[src/core/lanes_cfg.svh]
// constants for the channel data lane block
`ifndef LANES_CFG_SVH
`define LANES_CFG_SVH

`define LANES_PIN_COUNT      16
`define LANES_OCTET_W        8
`define LANES_NIBBLE_W       4
`define LANES_TAG_W          6
`define LANES_SUB_BLOCK_W    5
`define LANES_FIFO_DEPTH     32

// cell framing
`define LANES_CELL_OCTETS    6'd53
`define LANES_CELL_LAST      6'd52
`define LANES_IDLE_OCTET     8'h00
`define LANES_FILL_OCTET     8'h00

// units per octet in the stream modes
`define LANES_NIBBLE_UNITS   4'h2
`define LANES_SERIAL_UNITS   4'h8

// pin index is the port bit number minus ten
`define LANES_PIN_CELL_TX_HI 15
`define LANES_PIN_CELL_TX_LO 8
`define LANES_PIN_NIB_TX_LO  8
`define LANES_PIN_SER_TX     8
`define LANES_PIN_SER_RX     7
`define LANES_PIN_NIB_RX_B0  7

// reset values
`define LANES_RST_PINS       16'h0000
`define LANES_RST_OCTET      8'h00
`define LANES_RST_COUNT      6'h00
`define LANES_RST_UNITS      4'h0
`define LANES_RST_TAG        6'h00

`endif

[src/core/lanes_pkg.sv]
// types shared by the channel data lane block
package lanes_pkg;

  typedef enum logic [1:0] {
    MODE_OFF    = 2'h0,
    MODE_CELL   = 2'h1,
    MODE_NIBBLE = 2'h3,
    MODE_SERIAL = 2'h2
  } lane_mode_type;

  typedef enum logic [1:0] {
    TX_OFF       = 2'h0,
    TX_CELL_DATA = 2'h1,
    TX_CELL_IDLE = 2'h3,
    TX_STREAM    = 2'h2
  } tx_state_type;

endpackage

[src/core/comm_channel_data_lanes.sv]
// data lane mapping of the fast channel onto the shared port pins
`timescale 1ns/1ps
`include "lanes_cfg.svh"

module comm_channel_data_lanes (
  // clock and reset
  input  wire logic                          mclk,
  input  wire logic                          nrst,
  // lane selection
  input  wire lanes_pkg::lane_mode_type      lane_mode,
  input  wire logic [`LANES_TAG_W-1:0]       dma_tag_pin_sel,
  // shared port pins
  input  wire logic [`LANES_PIN_COUNT-1:0]   pin_in,
  output logic      [`LANES_PIN_COUNT-1:0]   pin_out,
  output logic      [`LANES_PIN_COUNT-1:0]   pin_oe,
  // receive link controls from the phy
  input  wire logic                          rx_bus_enable,
  input  wire logic                          rx_cell_start,
  // transmit stream
  input  wire logic                          tx_valid,
  input  wire logic [`LANES_OCTET_W-1:0]     tx_data,
  output logic                               tx_ready,
  output logic                               tx_active,
  output logic                               tx_cell_first,
  // receive stream
  output logic                               rx_valid,
  output logic      [`LANES_OCTET_W-1:0]     rx_data,
  output logic                               rx_cell_first,
  output logic                               rx_cell_last,
  output logic                               rx_cell_error,
  // serial dma requester
  input  wire logic [`LANES_SUB_BLOCK_W-1:0] dma_sub_block,
  input  wire logic                          dma_is_receive,
  input  wire logic                          dma_error,
  input  wire logic                          dma_error_clear,
  output logic      [`LANES_TAG_W-1:0]       dma_error_tag,
  output logic                               dma_error_flag
);

  typedef struct packed {
    lanes_pkg::tx_state_type           tx_state;
    logic [5:0]                        tx_octet;
    logic [`LANES_OCTET_W-1:0]         tx_line;
    logic [`LANES_OCTET_W-1:0]         tx_shift;
    logic [3:0]                        tx_units;
    logic                              tx_active;
    logic                              tx_first;
    logic                              rx_take;
    logic [`LANES_OCTET_W-1:0]         rx_shift;
    logic [3:0]                        rx_units;
    logic [5:0]                        rx_octet;
    logic                              rx_valid;
    logic [`LANES_OCTET_W-1:0]         rx_data;
    logic                              rx_first;
    logic                              rx_last;
    logic                              rx_error;
    logic [`LANES_PIN_COUNT-1:0]       pin_out;
    logic [`LANES_PIN_COUNT-1:0]       pin_oe;
    logic [`LANES_TAG_W-1:0]           err_tag;
    logic                              err_flag;
  } core_state_type;

  core_state_type                st;
  core_state_type                next_st;
  logic [`LANES_PIN_COUNT+1:0]   sync_raw;
  logic [`LANES_PIN_COUNT+1:0]   sync_val;
  logic [`LANES_PIN_COUNT-1:0]   pins_s;
  logic                          rx_en_s;
  logic                          rx_soc_s;
  logic                          fifo_valid;
  logic [`LANES_OCTET_W-1:0]     fifo_data;
  logic                          fifo_pop;
  logic [`LANES_TAG_W-1:0]       tag_now;
  logic                          cell_start;

  // pin carrying a given tag bit
  function automatic int tag_pin(input int bit_no);
    case (bit_no)
      0:       tag_pin = 15;
      1:       tag_pin = 14;
      2:       tag_pin = 3;
      3:       tag_pin = 2;
      4:       tag_pin = 1;
      default: tag_pin = 0;
    endcase
  endfunction

  assign sync_raw = {rx_cell_start, rx_bus_enable, pin_in};

  lane_sync #(
    .WIDTH (`LANES_PIN_COUNT + 2)
  ) u_sync (
    .mclk     (mclk),
    .nrst     (nrst),
    .async_in (sync_raw),
    .sync_out (sync_val)
  );

  assign pins_s   = sync_val[`LANES_PIN_COUNT-1:0];
  assign rx_en_s  = sync_val[`LANES_PIN_COUNT];
  assign rx_soc_s = sync_val[`LANES_PIN_COUNT+1];

  lane_fifo #(
    .WIDTH (`LANES_OCTET_W),
    .DEPTH (`LANES_FIFO_DEPTH)
  ) u_tx_fifo (
    .mclk      (mclk),
    .nrst      (nrst),
    .in_valid  (tx_valid),
    .in_data   (tx_data),
    .in_ready  (tx_ready),
    .out_valid (fifo_valid),
    .out_data  (fifo_data),
    .out_ready (fifo_pop)
  );

  assign tag_now    = {dma_is_receive, dma_sub_block};
  assign cell_start = (st.tx_state != lanes_pkg::TX_CELL_DATA &&
                       st.tx_state != lanes_pkg::TX_CELL_IDLE) ||
                      (st.tx_octet == `LANES_CELL_LAST);

  always_comb begin
    logic [5:0] rx_count;
    logic [3:0] unit;
    next_st          = st;
    fifo_pop         = 1'b0;
    rx_count         = st.rx_octet;
    unit             = 4'h0;
    next_st.rx_valid = 1'b0;
    next_st.rx_first = 1'b0;
    next_st.rx_last  = 1'b0;
    next_st.rx_error = 1'b0;
    next_st.tx_first = 1'b0;

    // transmit sequencing
    unique case (lane_mode)
      lanes_pkg::MODE_CELL: begin
        next_st.tx_active = 1'b1;
        if (cell_start) begin
          next_st.tx_octet = `LANES_RST_COUNT;
          next_st.tx_first = 1'b1;
          if (fifo_valid) begin
            next_st.tx_state = lanes_pkg::TX_CELL_DATA;
          end else begin
            next_st.tx_state = lanes_pkg::TX_CELL_IDLE;
          end
        end else begin
          next_st.tx_octet = st.tx_octet + 6'h01;
        end
        if (next_st.tx_state == lanes_pkg::TX_CELL_DATA) begin
          if (fifo_valid) begin
            fifo_pop        = 1'b1;
            next_st.tx_line = fifo_data;
          end else begin
            next_st.tx_line = `LANES_FILL_OCTET;
          end
        end else begin
          next_st.tx_line = `LANES_IDLE_OCTET;
        end
      end
      lanes_pkg::MODE_NIBBLE, lanes_pkg::MODE_SERIAL: begin
        next_st.tx_state = lanes_pkg::TX_STREAM;
        next_st.tx_octet = `LANES_RST_COUNT;
        if (st.tx_units != `LANES_RST_UNITS) begin
          unit              = st.tx_shift[3:0];
          next_st.tx_active = 1'b1;
          next_st.tx_units  = st.tx_units - 4'h1;
          next_st.tx_shift  = (lane_mode == lanes_pkg::MODE_NIBBLE) ?
                              {4'h0, st.tx_shift[7:4]} : {1'b0, st.tx_shift[7:1]};
        end else if (fifo_valid) begin
          fifo_pop          = 1'b1;
          unit              = fifo_data[3:0];
          next_st.tx_active = 1'b1;
          if (lane_mode == lanes_pkg::MODE_NIBBLE) begin
            next_st.tx_units = `LANES_NIBBLE_UNITS - 4'h1;
            next_st.tx_shift = {4'h0, fifo_data[7:4]};
          end else begin
            next_st.tx_units = `LANES_SERIAL_UNITS - 4'h1;
            next_st.tx_shift = {1'b0, fifo_data[7:1]};
          end
        end else begin
          next_st.tx_active = 1'b0;
        end
        if (lane_mode == lanes_pkg::MODE_NIBBLE) begin
          next_st.tx_line = {4'h0, unit};
        end else begin
          next_st.tx_line = {7'h00, unit[0]};
        end
      end
      lanes_pkg::MODE_OFF: begin
        next_st.tx_state  = lanes_pkg::TX_OFF;
        next_st.tx_octet  = `LANES_RST_COUNT;
        next_st.tx_units  = `LANES_RST_UNITS;
        next_st.tx_line   = `LANES_RST_OCTET;
        next_st.tx_active = 1'b0;
      end
    endcase

    // receive: enable seen this cycle, lines taken at the end of the next
    next_st.rx_take = rx_en_s;
    if (st.rx_take) begin
      unique case (lane_mode)
        lanes_pkg::MODE_CELL: begin
          next_st.rx_valid = 1'b1;
          next_st.rx_data  = pins_s[7:0];
          if (rx_soc_s) begin
            next_st.rx_error = (st.rx_octet != `LANES_RST_COUNT);
            rx_count         = 6'h01;
          end else begin
            rx_count         = st.rx_octet + 6'h01;
          end
          next_st.rx_first = (rx_count == 6'h01);
          next_st.rx_last  = (rx_count == `LANES_CELL_OCTETS);
          next_st.rx_octet = next_st.rx_last ? `LANES_RST_COUNT : rx_count;
        end
        lanes_pkg::MODE_NIBBLE: begin
          next_st.rx_shift = {pins_s[4], pins_s[5], pins_s[6],
                              pins_s[`LANES_PIN_NIB_RX_B0], st.rx_shift[7:4]};
          next_st.rx_units = st.rx_units + 4'h1;
          if (next_st.rx_units == `LANES_NIBBLE_UNITS) begin
            next_st.rx_valid = 1'b1;
            next_st.rx_data  = next_st.rx_shift;
            next_st.rx_units = `LANES_RST_UNITS;
          end
        end
        lanes_pkg::MODE_SERIAL: begin
          next_st.rx_shift = {pins_s[`LANES_PIN_SER_RX], st.rx_shift[7:1]};
          next_st.rx_units = st.rx_units + 4'h1;
          if (next_st.rx_units == `LANES_SERIAL_UNITS) begin
            next_st.rx_valid = 1'b1;
            next_st.rx_data  = next_st.rx_shift;
            next_st.rx_units = `LANES_RST_UNITS;
          end
        end
        lanes_pkg::MODE_OFF: begin
          next_st.rx_units = `LANES_RST_UNITS;
          next_st.rx_octet = `LANES_RST_COUNT;
        end
      endcase
    end
    if (lane_mode != lanes_pkg::MODE_CELL) begin
      next_st.rx_octet = `LANES_RST_COUNT;
    end
    // partial stream units dropped whenever the lanes are off
    if (lane_mode == lanes_pkg::MODE_OFF) begin
      next_st.rx_units = `LANES_RST_UNITS;
    end

    // pin function per mode
    next_st.pin_out = `LANES_RST_PINS;
    next_st.pin_oe  = `LANES_RST_PINS;
    unique case (lane_mode)
      lanes_pkg::MODE_CELL: begin
        for (int i = 0; i < 8; i++) begin
          next_st.pin_out[`LANES_PIN_CELL_TX_HI-i] = next_st.tx_line[i];
          next_st.pin_oe[`LANES_PIN_CELL_TX_HI-i]  = 1'b1;
        end
      end
      lanes_pkg::MODE_NIBBLE: begin
        for (int i = 0; i < 4; i++) begin
          next_st.pin_out[`LANES_PIN_NIB_TX_LO+i] = next_st.tx_line[i];
          next_st.pin_oe[`LANES_PIN_NIB_TX_LO+i]  = 1'b1;
        end
      end
      lanes_pkg::MODE_SERIAL: begin
        next_st.pin_out[`LANES_PIN_SER_TX] = next_st.tx_line[0];
        next_st.pin_oe[`LANES_PIN_SER_TX]  = 1'b1;
      end
      lanes_pkg::MODE_OFF: begin
        next_st.pin_oe = `LANES_RST_PINS;
      end
    endcase
    // a tag selection takes the pin over from the lane function
    for (int k = 0; k < `LANES_TAG_W; k++) begin
      if (dma_tag_pin_sel[k]) begin
        next_st.pin_out[tag_pin(k)] = tag_now[k];
        next_st.pin_oe[tag_pin(k)]  = 1'b1;
      end
    end

    // error record, a new error wins over the clear
    if (dma_error) begin
      next_st.err_tag  = tag_now;
      next_st.err_flag = 1'b1;
    end else if (dma_error_clear) begin
      next_st.err_flag = 1'b0;
    end
  end

  always_ff @(posedge mclk or negedge nrst) begin
    if (!nrst) begin
      st <= '0;
    end else begin
      st <= next_st;
    end
  end

  assign pin_out        = st.pin_out;
  assign pin_oe         = st.pin_oe;
  assign tx_active      = st.tx_active;
  assign tx_cell_first  = st.tx_first;
  assign rx_valid       = st.rx_valid;
  assign rx_data        = st.rx_data;
  assign rx_cell_first  = st.rx_first;
  assign rx_cell_last   = st.rx_last;
  assign rx_cell_error  = st.rx_error;
  assign dma_error_tag  = st.err_tag;
  assign dma_error_flag = st.err_flag;

  // checks
  property p_cell_wrap;
    @(posedge mclk) disable iff (!nrst)
    (lane_mode == lanes_pkg::MODE_CELL && st.tx_state != lanes_pkg::TX_OFF &&
     st.tx_state != lanes_pkg::TX_STREAM && st.tx_octet == `LANES_CELL_LAST)
    |=> (st.tx_octet == 6'h00 && st.tx_first);
  endproperty
  a_cell_wrap: assert property (p_cell_wrap)
    else $error("cell did not wrap after 53 octets");

  property p_cell_pins;
    @(posedge mclk) disable iff (!nrst)
    (st.tx_state == lanes_pkg::TX_CELL_DATA && $stable(dma_tag_pin_sel) &&
     dma_tag_pin_sel == 6'h00)
    |-> (st.pin_out[15] == st.tx_line[0] && st.pin_out[8] == st.tx_line[7] &&
         st.pin_oe[15:8] == 8'hff);
  endproperty
  a_cell_pins: assert property (p_cell_pins)
    else $error("transmit octet not on cell lanes");

  property p_idle_cell;
    @(posedge mclk) disable iff (!nrst)
    (lane_mode == lanes_pkg::MODE_CELL && cell_start && !fifo_valid)
    |=> (st.tx_state == lanes_pkg::TX_CELL_IDLE && st.tx_line == `LANES_IDLE_OCTET);
  endproperty
  a_idle_cell: assert property (p_idle_cell)
    else $error("idle cell not inserted");

  property p_rx_octet;
    @(posedge mclk) disable iff (!nrst)
    (lane_mode == lanes_pkg::MODE_CELL && st.rx_take)
    |=> (rx_valid && rx_data == $past(pins_s[7:0]));
  endproperty
  a_rx_octet: assert property (p_rx_octet)
    else $error("receive octet taken wrongly");

  property p_rx_timing;
    @(posedge mclk) disable iff (!nrst)
    (lane_mode == lanes_pkg::MODE_CELL && rx_en_s) ##1
    (lane_mode == lanes_pkg::MODE_CELL) |=> rx_valid;
  endproperty
  a_rx_timing: assert property (p_rx_timing)
    else $error("receive octet not taken after enable");

  property p_tag_pins;
    @(posedge mclk) disable iff (!nrst)
    (dma_tag_pin_sel == 6'h3f)
    |=> (pin_out[15] == $past(dma_sub_block[0]) && pin_out[1] == $past(dma_sub_block[4]) &&
         pin_out[0] == $past(dma_is_receive) && pin_oe[0]);
  endproperty
  a_tag_pins: assert property (p_tag_pins)
    else $error("requester tag not on its pins");

  property p_err_tag;
    @(posedge mclk) disable iff (!nrst)
    dma_error |=> (dma_error_flag && dma_error_tag == $past(tag_now));
  endproperty
  a_err_tag: assert property (p_err_tag)
    else $error("failed transfer tag not captured");

  property p_one_function;
    @(posedge mclk) disable iff (!nrst)
    (lane_mode == lanes_pkg::MODE_CELL && dma_tag_pin_sel == 6'h00)
    |=> (pin_oe[7:0] == 8'h00);
  endproperty
  a_one_function: assert property (p_one_function)
    else $error("receive pin driven in cell mode");

  c_data_cell: cover property (@(posedge mclk) disable iff (!nrst)
    st.tx_state == lanes_pkg::TX_CELL_DATA && st.tx_octet == `LANES_CELL_LAST);
  c_rx_cell: cover property (@(posedge mclk) disable iff (!nrst) rx_cell_last);
  c_nibble_rx: cover property (@(posedge mclk) disable iff (!nrst)
    lane_mode == lanes_pkg::MODE_NIBBLE && rx_valid);
  c_err: cover property (@(posedge mclk) disable iff (!nrst) dma_error && dma_error_clear);

endmodule // comm_channel_data_lanes

[src/core/lane_sync.sv]
// two flip-flop synchroniser for pin inputs
`timescale 1ns/1ps

module lane_sync #(
  parameter int WIDTH = 1
) (
  // clock and reset
  input  wire logic             mclk,
  input  wire logic             nrst,
  // levels
  input  wire logic [WIDTH-1:0] async_in,
  output logic      [WIDTH-1:0] sync_out
);

  typedef struct packed {
    logic [WIDTH-1:0] stage1;
    logic [WIDTH-1:0] stage2;
  } sync_state_type;

  sync_state_type st;
  sync_state_type next_st;

  always_comb begin
    next_st.stage1 = async_in;
    next_st.stage2 = st.stage1;
  end

  always_ff @(posedge mclk or negedge nrst) begin
    if (!nrst) begin
      st <= '0;
    end else begin
      st <= next_st;
    end
  end

  assign sync_out = st.stage2;

endmodule // lane_sync

[src/core/lane_fifo.sv]
// synchronous fifo with valid and ready on both sides
`timescale 1ns/1ps

module lane_fifo #(
  parameter int WIDTH = 8,
  parameter int DEPTH = 32
) (
  // clock and reset
  input  wire logic             mclk,
  input  wire logic             nrst,
  // fill side
  input  wire logic             in_valid,
  input  wire logic [WIDTH-1:0] in_data,
  output logic                  in_ready,
  // drain side
  output logic                  out_valid,
  output logic      [WIDTH-1:0] out_data,
  input  wire logic             out_ready
);

  localparam int AW = $clog2(DEPTH);

  typedef struct packed {
    logic [DEPTH-1:0][WIDTH-1:0] mem;
    logic [AW:0]                 wr_ptr;
    logic [AW:0]                 rd_ptr;
  } fifo_state_type;

  fifo_state_type st;
  fifo_state_type next_st;
  logic           full;
  logic           empty;

  assign empty     = (st.wr_ptr == st.rd_ptr);
  assign full      = (st.wr_ptr[AW] != st.rd_ptr[AW]) &&
                     (st.wr_ptr[AW-1:0] == st.rd_ptr[AW-1:0]);
  assign in_ready  = !full;
  assign out_valid = !empty;
  assign out_data  = st.mem[st.rd_ptr[AW-1:0]];

  always_comb begin
    next_st = st;
    if (in_valid && !full) begin
      next_st.mem[st.wr_ptr[AW-1:0]] = in_data;
      next_st.wr_ptr                 = st.wr_ptr + 1'b1;
    end
    if (out_ready && !empty) begin
      next_st.rd_ptr = st.rd_ptr + 1'b1;
    end
  end

  always_ff @(posedge mclk or negedge nrst) begin
    if (!nrst) begin
      st <= '0;
    end else begin
      st <= next_st;
    end
  end

endmodule // lane_fifo

[config.mk]
export PLATFORM = sky130hd
export DESIGN_NAME = comm_channel_data_lanes
export DESIGN_NICKNAME = d
export VERILOG_FILES = /design/src/core/lanes_pkg.sv /design/src/core/comm_channel_data_lanes.sv /design/src/core/lane_sync.sv /design/src/core/lane_fifo.sv
export VERILOG_INCLUDE_DIRS = /design/src /design/src/core
export SDC_FILE = /design/constraint.sdc
export NUM_CORES = 1
export LEC_CHECK = 0
export ABC_AREA = 1
export BUFFER_PORTS_ARGS = -buffer_cell sky130_fd_sc_hd__buf_2
export CAP_MARGIN = 5
export CORE_ASPECT_RATIO = 2
export CORE_MARGIN = 2
export CORE_UTILIZATION = 58
export DETAILED_ROUTE_END_ITERATION = 7
export GPL_ROUTABILITY_DRIVEN = 0
export GPL_TIMING_DRIVEN = 0
export HOLD_SLACK_MARGIN = 0.08
export PLACE_DENSITY_LB_ADDON = 0.25
export SYNTH_ARGS = -nofsm -noshare
export SYNTH_HDL_FRONTEND = slang
export SYNTH_SLANG_ARGS = --single-unit
export TNS_END_PERCENT = 30
[constraint.sdc]
create_clock -name mclk -period 2.1 [get_ports mclk]
set_clock_uncertainty 0.05 [all_clocks]
set_input_delay 0.105 -clock mclk [delete_from_list [all_inputs] [get_ports mclk]]
set_output_delay 0.105 -clock mclk [all_outputs]
set_load 0.05 [all_outputs]
### Word level (Yosys, flattened, before mapping)

Cells that the tools add are included.

| word-level totals | value |
|---|---|
| bits in latches | 0 |
| memories | 0 |
| ROM bits | 0 |
| input port bits | 45 |
| flip-flop bits (word level) | 396 |
| RAM bits | 0 |

| operators by class | value |
|---|---|
| eq/ne operators | 19 |
| $mul | 0 |
| bitwise gates (word level) | 6 |
| add/subtract/negate cells | 6 |
| muxes and demuxes | 82 |
| reduce and logical (&&, ||, !) cells | 34 |
| div/mod/pow operators | 0 |
| shift operators | 0 |
| order comparisons | 15 |

Operators by type and width:

| cell | number |
|---|---|
| $mux W32 | 12 |
| $bwmux W256 | 1 |
| $ge A32 B1 Y1 const B | 6 |
| $lt A32 B6 Y1 const B | 6 |
| $bwmux W16 | 6 |
| $or A16 B16 Y16 | 6 |
| $pmux W16 S3 | 1 |
| $bmux W8 S5 | 1 |
| $demux W8 S5 | 1 |
| $mux W6 | 6 |
| $mux W4 | 8 |
| $mux W8 | 4 |
| $pmux W9 S3 | 1 |
| $add A6 B1 Y6 const B | 4 |
| $demux W1 S4 | 6 |
| $mux W22 | 1 |
| $mux W9 | 2 |
| $pmux W8 S2 | 1 |
| $mux W1 | 14 |
| $mux W13 | 1 |
| $eq A6 B6 Y1 const B | 2 |
| $lt A5 B6 Y1 const B | 2 |
| $mux W12 | 1 |
| $pmux W4 S3 | 1 |
| other kinds (35) | 68 |

### Depth between registers and ports, before layout

| depth | value |
|---|---|
| depth after elaboration | 21 |
| mapped depth | 14 |
| depth with buffers taken out | 13 |

### Hierarchy

From an unflattened synthesis, not the netlist that was laid out.

| unflattened totals | value |
|---|---|
| cells, all modules | 2,438 |
| area total of the unflattened synthesis | 19,642.6 um^2 |

By module, submodules not included:

| module | cells an instance | area an instance (um^2) | instances |
|---|---|---|---|
| lane_fifo | 1,894 | 14,541.4 | 1 |
| comm_channel_data_lanes | 508 | 4,200.3 | 1 |
| lane_sync | 36 | 900.9 | 1 |

### Least setup slack after synthesis

No wires, ideal clock.

| timing path | value |
|---|---|
| path type | reg2reg |
| start point | register u_tx_fifo.st[8] (netlist name) |
| end point | register u_tx_fifo.st[241] (netlist name) |
| data required time | 1.919 ns |
| period minus slack after synthesis | 1.970 ns |
| slack | 0.130 ns |
| library setup time | 0.131 ns |
| cell stages (with the launch flop) | 15 |
| arrival | 1.789 ns |
| cell sequence | dfrtp_1 -> buf_4 -> inv_4 -> nand2_1 -> nand2_1 -> nor2_2 -> nand2_1 -> nor2_2 -> nand2_4 -> nand2_8 -> nor2_8 -> nand2_4 -> buf_4 -> nand2_1 -> o21ai_1 |

RTL lines:

| element | RTL line | source |
|---|---|---|
| start: declaration | lane_fifo.sv:29 | `fifo_state_type st;` |
| start signal: assignment | lane_fifo.sv:56 | `st <= next_st;` |
| $eq A5 B5 Y1 | lane_fifo.sv:36 | `(st.wr_ptr[AW-1:0] == st.rd_ptr[AW-1:0]);` |
| $logic_and A1 B1 Y1 | lane_fifo.sv:35 | `assign full = (st.wr_ptr[AW] != st.rd_ptr[AW]) &&` |
| $logic_not A1 Y1 | n/a |  |
| via tx_ready | comm_channel_data_lanes.sv:22 | `output logic tx_ready,` |
| $logic_and A1 B1 Y1 | lane_fifo.sv:43 | `if (in_valid && !full) begin` |

The timed path passes the listed nets, and every way through them passes these cells.
A chain may end at the register's enable or synchronous reset.

==> flow_summary.ini <==
[yosys]
synth_warnings = 0
yosysUniqueCellTypes = 39
synth_area_leaders = dfrtp_1, nand2_1, o21ai_1
async_flop_share = 1.00
synth_top_area_frac = 0.525
synth-seq-cells = 366
syn_area_um2 = 17500
synth_top_cell_by_area = dfrtp_1
synth_edf_count = 0
postSynthAreaPerCell_um2 = 8.12
synth_flop_cell = dfrtp_1
syn_inst = 2149
yosysSeqAreaShare = 0.525

[clocking]
clockBufferDepth = 3
cts_root_buffer = clkbuf_16
clk_pin_slew_ns = 0.07
htree_levels = 2
numCtsBuffers = 34
cts_tree = done
clkSinkCount = 366
clk_latency_ns = 0.55

[layout]
n_antenna_cell = 0
drive_above_1_share = 0.191
layout.nets = 2421
final_cells = 2745
layout_commonest_cell = nand2_1
synthToLayoutAreaGrowth_pct = 22.8
fin_util = 0.724
mostFrequentLayoutCells = nand2_1, dfrtp_1, o21ai_1

[timing]
worst_slack_ns = -0.261
max_freq_mhz = 423
hold_viol = 0
drv_slew = 0
rsz0062_at_grt = yes
fin_crit_ns = 2.36
slew_headroom = 0.236
tightest_slew_ns = 1.15
setup_viol_count_final = 59
period_share = 1.12

[critical_path]
r2r_end = pin_out[11]$_DFF_PN0_
path_cells = buf_8 -> buf_12 -> buf_12 -> buf_8 -> nand2_1 -> nand3_1 -> a21oi_2 -> nor2_2 -> nand2_2 -> nand3_2 -> nand2_2 -> nand3_1 -> nand2_1
crit_type = flip-flop to flip-flop
r2r_slack_ns = -0.26
cp_data_required_time_ns = 2.48
cp-start-kind = flip-flop
r2r_start = u_tx_fifo.st[0]$_DFFE_PN0P_
slowest_delay_ns = 0.47
endpoint_kind = flip-flop
crit_slowest_cell = dfrtp_2
rr_worst_depth = 13
cp_max_fo = 10
worstPathArrival_ns = 2.74

[pwr]
power_density_nw_per_um2 = 1520
leakagePower_nw = 10.6
ir_worst_vdd_v = 0.000931

[floorplan]
rows = 89
die_area_um2 = 31600
coreArea_um2 = 29600
die_y_um = 249
pin_count = 99
start_util = 0.589
die_x_um = 127

[routing]
viasPerCell = 6.11
first_pass_iters = 8
num_vias = 16782
drc = 2
routedWlPerCell_um = 23.5
wl_mm = 64.6
drtIter0Drc = 2215
ant_nets = 0

[grt]
grt_max_degree = 128
grt_pass1_wl_mm = 93.8
grt.overflow.total = 0
gr-usage-all-layers = 0.396
grt_pass1_vias = 15991
antenna_found_initial = 1

[run_status]
violations = design-rule violations, negative setup slack
status = finished, violations left

[hold_path]
min_from = lane_mode[1]
hold_class = primary input to flip-flop
min_delay_worst_endpoint = st[65]$_DFFE_PN0P_
hold_depth = 5

[place]
dp_hpwl_mm = 41.4
dp_cells = 2604
portBuffers = 81

[job]
max_cap_viol_count = 0
## final cells by class
cell class                      count  area, µm²
Buffer                            149       1250
Sequential cell                   366       9170
Fill cell                        2115       8180
Inverter                          137        553
Timing Repair Buffer              183       1520
Multi-Input combinational cell   1491       7420
Clock inverter                      6       67.6
Clock buffer                       49       1010
Tap cell                          364        455
## through the flow
stage | setup slack [ns] | power (W) | area, µm² | TNS [ns] | hold WS (ns)
6_report | -0.261 | 0.0327 | 21400 | -3.26 | 0.113
5_1_grt | -0.309 | 0.0338 | 21400 | -10.32 | 0.169
4_1_cts | -0.0820 | 0.0296 | 20500 | -0.372 | 0.103
3_5_place_dp | -0.800 | 0.0225 | 18400 | -29.71 | -0.00906
3_3_place_gp | -5.98 | 0.0221 | 18300 | -2188.76 | 0.163
2_1_floorplan | 0.130 | 0.0181 | 17500 | 0 | -0.241
## registers in the layout, indices dropped and copies added (netlist names)
name / flops
u_tx_fifo.st: 268
st: 36
pin_out: 12
u_sync.next_st: 10
u_sync.sync_out: 10
pin_oe: 9
rx_data: 8
dma_error_tag: 6
dma_error_flag: 1
rx_cell_error: 1
rx_cell_first: 1
rx_cell_last: 1
rx_valid: 1
tx_active: 1
tx_cell_first: 1
## how the worst max path moves through the flow
stage / from / end / slack (ns) / cells past startpoint
final: u_tx_fifo.st[0]$_DFFE_PN0P_ / pin_out[11]$_DFF_PN0_ / -0.26 / 13
after detailed placement: u_tx_fifo.st[1]$_DFFE_PN0P_ / st[79]$_DFFE_PN0P_ / -0.80 / 12
after floorplan: u_tx_fifo.st[8]$_DFFE_PN0P_ / u_tx_fifo.st[241]$_DFFE_PN0P_ / 0.13 / 14
after CTS: u_tx_fifo.st[10]$_DFFE_PN0P_ / u_tx_fifo.st[3]$_DFFE_PN0P_ / -0.08 / 14
after global routing: u_tx_fifo.st[0]$_DFFE_PN0P_ / pin_out[11]$_DFF_PN0_ / -0.31 / 13
after global placement: nrst / u_tx_fifo.st[87]$_DFFE_PN0P_ / -5.98 / 1
## power breakdown
group	switching, W	internal (W)
Clock	0.00276	0.00346
Combinational	0.0104	0.00504
Sequential	0.00158	0.00942
## cells in the mapped netlist (5+ instances only)
library cell	number
buf_4	73
inv_1	128
o21ai_0	123
buf_2	19
buf_1	15
nand2_1	708
o21ai_1	198
a21oi_1	42
nand3_1	171
o211ai_1	11
nand2_4	25
ha_1	14
clkbuf_1	53
xor2_1	11
nor3_1	5
inv_2	5
dfrtp_1	366
nor2_1	135
nand3_2	5
nand2_2	5
## metal layers
metal	vias to the layer above	routed length, µm	GRT usage	share of wire
li1	7262	-	-	-
met1	7839	19500	0.425	0.30
met2	1224	29800	0.642	0.46
met3	455	7470	0.103	0.12
met4	2	7740	0.342	0.12
met5	-	14	0	0.00022
## critical path: cells and delay by family (launching register included)
kind | cells | cell delay [ns]
simple gates | 8 | 0.98
flops | 1 | 0.47
compound gates | 1 | 0.07
buf+inv | 4 | 0.66
## kinds of logic (layout without fill, tap and decap cells)
group                    after synthesis  count (layout)  synth area share
AO/OA/AOI/OAI                        381             381             0.112
XOR/XNOR                              14              14           0.00702
adder cells (fa/ha/maj)               14              14            0.0100
buffers and inverters                299             524            0.0825
flip-flops                           366             366             0.525
other                                  1               8          0.000215
AND/OR/NAND/NOR                     1074            1074             0.264
## what timing repair did
action / in CTS / in global routing
pin swaps: 8 / 27
setup buffers: 10 / 34
hold buffers: 46 / 0
setup endpoints to repair: 276 / 296
gates resized for setup: 140 / 216
gates cloned: 0 / 9
endpoints found under the hold margin: 183 / 0
Note: power is estimated with default switching activity, not from simulation.
